File: src/logic/audio_serial_map.vh
// Register offsets, field positions and reset values of the serial channel control.
// Assumes inclusion by bare name from the design files; holds definitions only.
`ifndef AUDIO_SERIAL_MAP_VH
`define AUDIO_SERIAL_MAP_VH

// Register offsets on the register port
`define CTRL_OFS        6'h20
`define P1_COUNT_OFS    6'h24
`define P2_COUNT_OFS    6'h28
`define REC_COUNT_OFS   6'h2C

// Control register reset value and fixed-ones field
`define CTRL_RESET      32'hFF800000
`define CTRL_Q_RESET    23'h000000
`define CTRL_ONES       32'hFF800000
`define CTRL_WMASK      32'h007FFFFF
`define COUNT_RESET     16'h0000

// Control register field positions
`define REC_LOOP_BIT    15
`define P2_LOOP_BIT     14
`define P1_LOOP_BIT     13
`define P2_PAUSE_BIT    12
`define P1_HOLD_BIT     11
`define REC_IRQ_BIT     10
`define P2_IRQ_BIT      9
`define P1_IRQ_BIT      8
`define P1_RELOAD_BIT   7
`define P2_KEEP_BIT     6
`define REC_WIDE_BIT    5
`define REC_STEREO_BIT  4
`define P2_WIDE_BIT     3
`define P2_STEREO_BIT   2
`define P1_WIDE_BIT     1
`define P1_STEREO_BIT   0

`endif

File: src/logic/sample_counter.v
// Per-channel live sample counter with reload, loop and stop behaviour.
// Assumes tick and reload come from logic on the same clock.
`timescale 1ns/1ps
`default_nettype none

module sample_counter #(
   parameter W = 16
) (
   // Clock and reset
   input  wire         clock,
   input  wire         rst,
   // Control
   input  wire         reload,
   input  wire [W-1:0] load_value,
   input  wire         tick,
   input  wire         loop_mode,
   // Status
   output reg  [W-1:0] live_q,
   output reg          stopped_q,
   output wire         done
);

   // Last frame of the buffer is the one taken while the counter shows zero
   assign done = tick & ~stopped_q & (live_q == {W{1'b0}});

   // Reload wins over a tick in the same cycle so a restart is never skipped
   always @(posedge clock)
   begin
      if (rst)
      begin
         live_q    <= {W{1'b0}};
         stopped_q <= 1'b0;
      end
      else if (reload)
      begin
         live_q    <= load_value;
         stopped_q <= 1'b0;
      end
      else if (done)
      begin
         if (loop_mode)
            live_q <= load_value;
         else
            stopped_q <= 1'b1;
      end
      else if (tick & ~stopped_q)
         live_q <= live_q - {{(W-1){1'b0}}, 1'b1};
   end

endmodule

`default_nettype wire

File: src/logic/two_entry_buffer.v
// Small valid/ready buffer for record words on their way to memory.
// Assumes both sides run on the same clock; DEPTH must be 2**AW.
`timescale 1ns/1ps
`default_nettype none

module two_entry_buffer #(
   parameter WIDTH = 32,
   parameter DEPTH = 2,
   parameter AW    = 1
) (
   // Clock and reset
   input  wire             clock,
   input  wire             rst,
   // Filling side
   input  wire [WIDTH-1:0] in_data,
   input  wire             in_valid,
   output wire             in_ready,
   // Draining side
   output wire [WIDTH-1:0] out_data,
   output wire             out_valid,
   input  wire             out_ready
);

   reg [WIDTH-1:0] mem [0:DEPTH-1];
   reg [AW-1:0]    wp_q;
   reg [AW-1:0]    rp_q;
   reg [AW:0]      cnt_q;
   wire            push;
   wire            pop;
   localparam [AW-1:0] PTR_ONE  = 1;
   localparam [AW:0]   CNT_ONE  = 1;
   localparam [AW:0]   CNT_FULL = DEPTH;

   // Honest full and empty straight from the occupancy count
   assign in_ready  = (cnt_q != CNT_FULL);
   assign out_valid = (cnt_q != {(AW+1){1'b0}});
   assign out_data  = mem[rp_q];
   assign push      = in_valid & in_ready;
   assign pop       = out_valid & out_ready;

   // Storage write, no reset needed for the data words
   always @(posedge clock)
   begin
      if (push)
         mem[wp_q] <= in_data;
   end

   // Pointers and count
   always @(posedge clock)
   begin
      if (rst)
      begin
         wp_q  <= {AW{1'b0}};
         rp_q  <= {AW{1'b0}};
         cnt_q <= {(AW+1){1'b0}};
      end
      else
      begin
         if (push)
            wp_q <= wp_q + PTR_ONE;
         if (pop)
            rp_q <= rp_q + PTR_ONE;
         if (push & ~pop)
            cnt_q <= cnt_q + CNT_ONE;
         else if (pop & ~push)
            cnt_q <= cnt_q - CNT_ONE;
      end
   end

endmodule

`default_nettype wire

File: src/logic/audio_channel_serial_control.v
// Serial channel control: two playback channels and one record channel.
// Assumes the register port and DMA side share clock; lrclk and record
// samples come from the codec and are synchronised here.
`timescale 1ns/1ps
`default_nettype none
`include "audio_serial_map.vh"

module audio_channel_serial_control #(
   parameter CW = 16
) (
   // Clock and reset
   input  wire          clock,
   input  wire          rst,
   // Register port
   input  wire [5:0]    reg_addr,
   input  wire          reg_wr,
   input  wire          reg_rd,
   input  wire [3:0]    reg_be,
   input  wire [31:0]   reg_wdata,
   output reg  [31:0]   reg_rdata_q,
   // Codec link
   input  wire          lrclk,
   input  wire [15:0]   rec_left_in,
   input  wire [15:0]   rec_right_in,
   output reg  [15:0]   p1_left_q,
   output reg  [15:0]   p1_right_q,
   output reg  [15:0]   p2_left_q,
   output reg  [15:0]   p2_right_q,
   // Channel enables from the DMA side
   input  wire          p1_enable,
   input  wire          p2_enable,
   input  wire          rec_enable,
   // Playback fetch from the sample cache
   input  wire [31:0]   p1_fetch_data,
   input  wire          p1_fetch_valid,
   output wire          p1_fetch_ready,
   input  wire [31:0]   p2_fetch_data,
   input  wire          p2_fetch_valid,
   output wire          p2_fetch_ready,
   // Record store toward memory
   output wire [31:0]   rec_store_data,
   output wire          rec_store_valid,
   input  wire          rec_store_ready,
   // Channel interrupt levels
   output reg           p1_irq_q,
   output reg           p2_irq_q,
   output reg           rec_irq_q
);

   // Byte-lane merge of a write into an old register value
   function [31:0] merge;
      input [31:0] old;
      input [31:0] wd;
      input [3:0]  be;
      integer      i;
      begin
         merge = old;
         for (i = 0; i < 4; i = i + 1)
            if (be[i])
               merge[i*8 +: 8] = wd[i*8 +: 8];
      end
   endfunction

   // Playback slot: eight-bit byte goes to the top with msb flipped
   function [15:0] play_conv;
      input [15:0] s;
      input        wide;
      begin
         play_conv = wide ? s : {~s[7], s[6:0], 8'h00};
      end
   endfunction

   // Record slot: top byte kept with msb flipped for eight-bit formats
   function [15:0] rec_conv;
      input [15:0] s;
      input        wide;
      begin
         rec_conv = wide ? s : {8'h00, ~s[15], s[14:8]};
      end
   endfunction

   // Register state
   reg  [22:0]   ctrl_q;
   reg  [15:0]   p1_cnt_q;
   reg  [15:0]   p2_cnt_q;
   reg  [15:0]   rec_cnt_q;
   reg           reload_pend_q;
   wire [31:0]   ctrl_full;
   wire [31:0]   ctrl_d;
   wire          ctrl_wr;
   wire          reload_rise;

   // Link synchronisers and edge detect
   reg  [2:0]    lr_sync_q;
   reg  [15:0]   recl_m_q;
   reg  [15:0]   recl_s_q;
   reg  [15:0]   recr_m_q;
   reg  [15:0]   recr_s_q;
   wire          frame;

   // Channel state
   reg           p1_en_q;
   reg           p2_en_q;
   reg           rec_en_q;
   wire [15:0]   p1_live;
   wire [15:0]   p2_live;
   wire [15:0]   rec_live;
   wire          p1_stop;
   wire          p2_stop;
   wire          rec_stop;
   wire          p1_done;
   wire          p2_done;
   wire          rec_done;
   wire          p1_take;
   wire          p2_take;
   wire          rec_push;
   wire          rec_accept;
   wire          rec_in_ready;
   wire [31:0]   rec_word;
   wire [15:0]   p1_l;
   wire [15:0]   p1_r;
   wire [15:0]   p2_l;
   wire [15:0]   p2_r;
   wire [15:0]   rec_l;
   wire [15:0]   rec_r;

   // Control write: upper nine bits are fixed ones and never stored
   assign ctrl_full = `CTRL_ONES | {9'h000, ctrl_q};
   assign ctrl_wr   = reg_wr & (reg_addr == `CTRL_OFS);
   assign ctrl_d    = (merge(ctrl_full, reg_wdata, reg_be) & `CTRL_WMASK) | `CTRL_ONES;

   // Only a 0-to-1 write of the reload bit counts; level is ignored
   assign reload_rise = ctrl_wr & ~ctrl_q[`P1_RELOAD_BIT]
                        & ctrl_d[`P1_RELOAD_BIT];

   // Register writes
   always @(posedge clock)
   begin
      if (rst)
      begin
         ctrl_q    <= `CTRL_Q_RESET;
         p1_cnt_q  <= `COUNT_RESET;
         p2_cnt_q  <= `COUNT_RESET;
         rec_cnt_q <= `COUNT_RESET;
      end
      else if (reg_wr)
      begin
         if (reg_addr == `CTRL_OFS)
            ctrl_q <= ctrl_d[22:0];
         if (reg_addr == `P1_COUNT_OFS)
            p1_cnt_q <= {reg_be[1] ? reg_wdata[15:8] : p1_cnt_q[15:8],
                         reg_be[0] ? reg_wdata[7:0] : p1_cnt_q[7:0]};
         if (reg_addr == `P2_COUNT_OFS)
            p2_cnt_q <= {reg_be[1] ? reg_wdata[15:8] : p2_cnt_q[15:8],
                         reg_be[0] ? reg_wdata[7:0] : p2_cnt_q[7:0]};
         if (reg_addr == `REC_COUNT_OFS)
            rec_cnt_q <= {reg_be[1] ? reg_wdata[15:8] : rec_cnt_q[15:8],
                          reg_be[0] ? reg_wdata[7:0] : rec_cnt_q[7:0]};
      end
   end

   // Registered read data; unmapped offsets read as zero
   always @(posedge clock)
   begin
      if (rst)
         reg_rdata_q <= 32'h00000000;
      else if (reg_rd)
      begin
         case (reg_addr)
            `CTRL_OFS:      reg_rdata_q <= ctrl_full;
            `P1_COUNT_OFS:  reg_rdata_q <= {p1_live, p1_cnt_q};
            `P2_COUNT_OFS:  reg_rdata_q <= {p2_live, p2_cnt_q};
            `REC_COUNT_OFS: reg_rdata_q <= {rec_live, rec_cnt_q};
            default:        reg_rdata_q <= 32'h00000000;
         endcase
      end
   end

   // Pending reload waits for the next lrclk rise; a new rise wins over the clear
   always @(posedge clock)
   begin
      if (rst)
         reload_pend_q <= 1'b0;
      else if (reload_rise)
         reload_pend_q <= 1'b1;
      else if (frame)
         reload_pend_q <= 1'b0;
   end

   // Two flops before use; the third stage only feeds the edge detector
   always @(posedge clock)
   begin
      if (rst)
      begin
         lr_sync_q <= 3'h0;
         recl_m_q  <= 16'h0000;
         recl_s_q  <= 16'h0000;
         recr_m_q  <= 16'h0000;
         recr_s_q  <= 16'h0000;
      end
      else
      begin
         lr_sync_q <= {lr_sync_q[1:0], lrclk};
         recl_m_q  <= rec_left_in;
         recl_s_q  <= recl_m_q;
         recr_m_q  <= rec_right_in;
         recr_s_q  <= recr_m_q;
      end
   end

   // One frame per lrclk rising edge
   assign frame = lr_sync_q[1] & ~lr_sync_q[2];

   // Enable history for start detection
   always @(posedge clock)
   begin
      if (rst)
      begin
         p1_en_q  <= 1'b0;
         p2_en_q  <= 1'b0;
         rec_en_q <= 1'b0;
      end
      else
      begin
         p1_en_q  <= p1_enable;
         p2_en_q  <= p2_enable;
         rec_en_q <= rec_enable;
      end
   end

   // Playback one fetches only on a frame while running and not paused
   assign p1_fetch_ready = frame & p1_enable & ~p1_stop
                           & ~ctrl_q[`P1_HOLD_BIT];
   assign p1_take = p1_fetch_ready & p1_fetch_valid;
   assign p1_l    = play_conv(p1_fetch_data[15:0], ctrl_q[`P1_WIDE_BIT]);
   assign p1_r    = ctrl_q[`P1_STEREO_BIT] ?
                    play_conv(p1_fetch_data[31:16], ctrl_q[`P1_WIDE_BIT]) : p1_l;

   // Playback two has no pause here; the pause bit is stored only
   assign p2_fetch_ready = frame & p2_enable & ~p2_stop;
   assign p2_take = p2_fetch_ready & p2_fetch_valid;
   assign p2_l    = play_conv(p2_fetch_data[15:0], ctrl_q[`P2_WIDE_BIT]);
   assign p2_r    = ctrl_q[`P2_STEREO_BIT] ?
                    play_conv(p2_fetch_data[31:16], ctrl_q[`P2_WIDE_BIT]) : p2_l;

   // Playback one outputs; an underrun or pause simply repeats the last sample
   always @(posedge clock)
   begin
      if (rst)
      begin
         p1_left_q  <= 16'h0000;
         p1_right_q <= 16'h0000;
      end
      else if (p1_take)
      begin
         p1_left_q  <= p1_l;
         p1_right_q <= p1_r;
      end
   end

   // Disabled playback two goes silent unless told to keep its stopped sample
   always @(posedge clock)
   begin
      if (rst)
      begin
         p2_left_q  <= 16'h0000;
         p2_right_q <= 16'h0000;
      end
      else if (~p2_enable)
      begin
         if (~(ctrl_q[`P2_KEEP_BIT] & p2_stop))
         begin
            p2_left_q  <= 16'h0000;
            p2_right_q <= 16'h0000;
         end
      end
      else if (p2_take)
      begin
         p2_left_q  <= p2_l;
         p2_right_q <= p2_r;
      end
   end

   // Record word: mono leaves the right slot empty and ignores right data
   assign rec_l    = rec_conv(recl_s_q, ctrl_q[`REC_WIDE_BIT]);
   assign rec_r    = ctrl_q[`REC_STEREO_BIT] ?
                     rec_conv(recr_s_q, ctrl_q[`REC_WIDE_BIT]) : 16'h0000;
   assign rec_word = {rec_r, rec_l};
   assign rec_push = frame & rec_enable & ~rec_stop;
   // A full buffer stalls the counter so the count matches stored frames
   assign rec_accept = rec_push & rec_in_ready;

   two_entry_buffer #(
      .WIDTH (32),
      .DEPTH (2),
      .AW    (1)
   ) rec_buffer (
      .clock     (clock),
      .rst       (rst),
      .in_data   (rec_word),
      .in_valid  (rec_push),
      .in_ready  (rec_in_ready),
      .out_data  (rec_store_data),
      .out_valid (rec_store_valid),
      .out_ready (rec_store_ready)
   );

   // Counters: start on enable rise; playback one also on pending reload
   sample_counter #(.W(CW)) p1_counter (
      .clock      (clock),
      .rst        (rst),
      .reload     ((frame & reload_pend_q) | (p1_enable & ~p1_en_q)),
      .load_value (p1_cnt_q),
      .tick       (p1_take),
      .loop_mode  (~ctrl_q[`P1_LOOP_BIT]),
      .live_q     (p1_live),
      .stopped_q  (p1_stop),
      .done       (p1_done)
   );

   sample_counter #(.W(CW)) p2_counter (
      .clock      (clock),
      .rst        (rst),
      .reload     (p2_enable & ~p2_en_q),
      .load_value (p2_cnt_q),
      .tick       (p2_take),
      .loop_mode  (~ctrl_q[`P2_LOOP_BIT]),
      .live_q     (p2_live),
      .stopped_q  (p2_stop),
      .done       (p2_done)
   );

   sample_counter #(.W(CW)) rec_counter (
      .clock      (clock),
      .rst        (rst),
      .reload     (rec_enable & ~rec_en_q),
      .load_value (rec_cnt_q),
      .tick       (rec_accept),
      .loop_mode  (~ctrl_q[`REC_LOOP_BIT]),
      .live_q     (rec_live),
      .stopped_q  (rec_stop),
      .done       (rec_done)
   );

   // Pending interrupts: a zero enable clears, so software must rewrite one
   always @(posedge clock)
   begin
      if (rst)
      begin
         p1_irq_q  <= 1'b0;
         p2_irq_q  <= 1'b0;
         rec_irq_q <= 1'b0;
      end
      else
      begin
         p1_irq_q  <= ctrl_q[`P1_IRQ_BIT] & (p1_irq_q | p1_done);
         p2_irq_q  <= ctrl_q[`P2_IRQ_BIT] & (p2_irq_q | p2_done);
         rec_irq_q <= ctrl_q[`REC_IRQ_BIT] & (rec_irq_q | rec_done);
      end
   end

endmodule

`default_nettype wire

File: config.mk
export PLATFORM = sky130hd
export DESIGN_NAME = audio_channel_serial_control
export DESIGN_NICKNAME = d
export VERILOG_FILES = /design/src/logic/sample_counter.v /design/src/logic/two_entry_buffer.v /design/src/logic/audio_channel_serial_control.v
export VERILOG_INCLUDE_DIRS = /design/src /design/src/logic
export SDC_FILE = /design/constraint.sdc
export NUM_CORES = 1
export LEC_CHECK = 0
export BUFFER_PORTS_ARGS = -buffer_cell sky130_fd_sc_hd__buf_2
export CAP_MARGIN = 10
export CORE_UTILIZATION = 48
export DETAILED_ROUTE_END_ITERATION = 6
export PLACE_DENSITY_LB_ADDON = 0.05
export SYNTH_ARGS = -nofsm -noshare
export SYNTH_HDL_FRONTEND = slang
export SYNTH_SLANG_ARGS = --single-unit
File: constraint.sdc
create_clock -name clock -period 3.5 [get_ports clock]
set_input_delay 0.7 -clock clock [delete_from_list [all_inputs] [get_ports clock]]
set_output_delay 0.7 -clock clock [all_outputs]
set_load 0.02 [all_outputs]
==> metrics.cfg <==
[critical_path]
required_ps = 3930
cp-startpoint = lr_sync_q[1]$_SDFF_PP0_
ff2ff_path_depth = 5
rr_startpoint = lr_sync_q[1]$_SDFF_PP0_
critPathKind = flip-flop to flip-flop
setup.worst_path.start_class = flip-flop
cp-end-kind = flip-flop
cp_data_arrival_time_ps = 3380
worstReg2RegEnd = p1_counter.live_q[1]$_SDFFE_PP0P_
rrSetupSlack_ps = 550
path_max_fanout = 15

[timing]
rsz0062_at_grt = false
setup-violations-final = 0
final.setup.tns_ps = 0
max_freq_ghz = 0.339
relSlewSlack_pct = 29.6
tightest_slew_ps = 1060
fin_crit_ps = 2950
slew_violations = 0
fin_skew_ps = 16.1
period_share_pct = 84.2
final_hold_viol_count = 0

[synth]
async_flop_share_pct = 0
syn-cell-area_um2 = 15600
ys_seq_area_share_pct = 50.4
synthCells = 1585
synth_edf_count = 64
synth_nets = 1738
ys.flop_type = dfxtp_1
avgSynthCellArea_um2 = 9.84
ys_warn_count = 0
ys_seq_elements = 361
synth.distinct_cells = 74

[floorplan]
die-height_um = 182
num_io_pins = 283
rows = 65
start_util_pct = 49.0
core_um2 = 31800
die-area_um2 = 33200
die_x_um = 182

[routing]
drt_first_pass_iters = 5
post_drt_wl_per_cell_um = 19.4
via_count = 12800
viasPerCell = 5.60
antenna_left = 0
drt_iter0_drc = 889
drcViolationCount = 0
wl_um = 44400

[cts]
cts_resized = 0
clock_latency_ps = 530
clock_sinks = 361
htree_levels = 2
clockBufferDepth = 3
cts_inserted_buffers = 40
clk_pin_slew_ps = 60
postCtsSetupRepairBufs = 0
holdBufCountCts = 0
cts-root-buf = clkbuf_16
cts_tree = yes

[cells_and_area]
largest_reg_flops = 64
largest-register = rec_buffer.mem
final_util_pct = 58.9
syn_to_final_growth_pct = 20.0
layout-drive-gt1-share_pct = 25.7
reg_top3 = rec_buffer.mem: 64 flops, reg_rdata_q: 32 flops, ctrl_q: 23 flops
nNetsFinal = 1975

[status]
outcome = finished clean

[global_routing]
antenna_found_initial = 1
grt_pass1_wl_um = 69900
grt_pass1_vias = 12300
overflow = 0
grt_max_degree = 89
grt_usage_pct = 26.8

[hold_path]
holdPathStages = 2
holdCritStartpoint = rec_right_in[7]
holdCritPathClass = input pin to flip-flop
hold_end = recr_m_q[7]$_SDFF_PP0_

[placement]
gp_routability_congestion = 0.908
portBuffers = 272
place_hpwl_um = 31600

[power_and_ir_drop]
power_density_nw_per_um2 = 542
finalPower_mw = 10.1
leakage_nw = 7.56
vdd_ir_drop_max_mv = 0.355

[flow_run]
max-cap-violations = 0

==> area by class of cell <==
type / instances / area [um2]
antenna: 1 / 2.50
clock buffer: 53 / 1170
clock inverter: 19 / 218
fill: 2799 / 13100
inverter: 33 / 124
multi-input combinational: 1080 / 7160
sequential: 361 / 7870
tap: 435 / 544
timing repair buffer: 306 / 1630
==> worst max path at each step <==
stage / end / slack, ps / cells past startpoint
3_5_place_dp: p1_counter.live_q[1]$_SDFFE_PP0P_ / 590 / 5
6_report: p1_counter.live_q[1]$_SDFFE_PP0P_ / 550 / 5
2_1_floorplan: rec_buffer.mem[0][0]$_DFFE_PP_ / 470 / 3
3_3_place_gp: p1_counter.live_q[1]$_SDFFE_PP0P_ / 660 / 5
5_1_grt: p1_counter.live_q[1]$_SDFFE_PP0P_ / 330 / 5
4_1_cts: p1_counter.live_q[1]$_SDFFE_PP0P_ / 570 / 5
==> per-stage QoR <==
stage	hold WS (ps)	instances	worst slack, ps	cell area (um2)
2_1_floorplan	414	1585	466	15600
3_3_place_gp	416	2215	657	17300
3_5_place_dp	422	2215	590	17300
4_1_cts	365	2287	569	18700
5_1_grt	371	2288	334	18700
6_report	378	2288	553	18700
==> Yosys cell counts, types with 5 or more instances <==
cell type,instances,share of area (%)
a211oi_1,16,0.77
a21oi_1,152,4.9
a221oi_1,5,0.28
a22oi_1,9,0.43
a31oi_1,5,0.20
a32o_1,5,0.32
a32oi_1,9,0.51
and2_1,14,0.56
and3_1,15,0.60
buf_1,11,0.26
buf_2,9,0.29
clkbuf_1,89,2.1
dfxtp_1,297,38
edfxtp_1,64,12
inv_1,32,0.77
mux2_2,59,4.3
mux2i_1,98,6.3
mux4_2,23,3.3
nand2_1,122,2.9
nand2b_1,10,0.40
nand3_1,93,3.0
nand4_1,9,0.36
nor2_1,134,3.2
nor2b_1,110,4.4
nor3_1,22,0.71
nor3b_1,5,0.24
nor4_1,10,0.40
o211ai_1,6,0.29
o21ai_0,37,1.2
o32ai_1,21,1.2
or3_1,19,0.76
or4_1,5,0.24
==> cells in the final DEF, fill, tap and decap left out, types with 16 or more instances in the layout <==
| master | instances |
|---|---|
| o32ai_1 | 21 |
| mux4_2 | 23 |
| mux2_2 | 59 |
| buf_4 | 34 |
| nor2_1 | 133 |
| or3_1 | 19 |
| a21oi_1 | 152 |
| nand2_1 | 122 |
| mux2i_1 | 98 |
| nor3_1 | 22 |
| nor2b_1 | 110 |
| dfxtp_1 | 297 |
| a211oi_1 | 16 |
| edfxtp_1 | 64 |
| clkbuf_16 | 43 |
| nand3_1 | 93 |
| inv_1 | 32 |
| buf_2 | 271 |
| o21ai_0 | 37 |
==> metal layers <==
layer | wire [um] | global-route usage [%]
met1 | 19200 | 36.1
met2 | 20000 | 41.9
met3 | 3940 | 6.79
met5 | 0 | 0
met4 | 1300 | 9.04
==> where the power goes <==
group | internal, mW | total, mW | switching, mW
combinational | 0.529 | 1.32 | 0.793
clock | 2.66 | 4.37 | 1.71
sequential | 4.34 | 4.46 | 0.119
total | 7.53 | 10.1 | 2.62
==> kinds of logic after synthesis <==
| family | after synthesis | share of synthesized area (%) |
|---|---|---|
| AND/OR/NAND/NOR | 590 | 19.2 |
| buffers and inverters | 144 | 3.63 |
| flip-flops | 361 | 50.4 |
| adder cells (fa/ha/maj) | 4 | 0.321 |
| XOR/XNOR | 4 | 0.225 |
| multiplexers | 180 | 13.9 |
| AO/OA/AOI/OAI | 302 | 12.3 |
==> critical path, stage by stage (launching register included) <==
cell and delay [ps]:
dfxtp_1 380, nor2b_1 630, a21oi_1 290, a22oi_2 760, nand2_1 430, o32ai_1 360
Note: power is estimated with default switching activity, not from simulation.
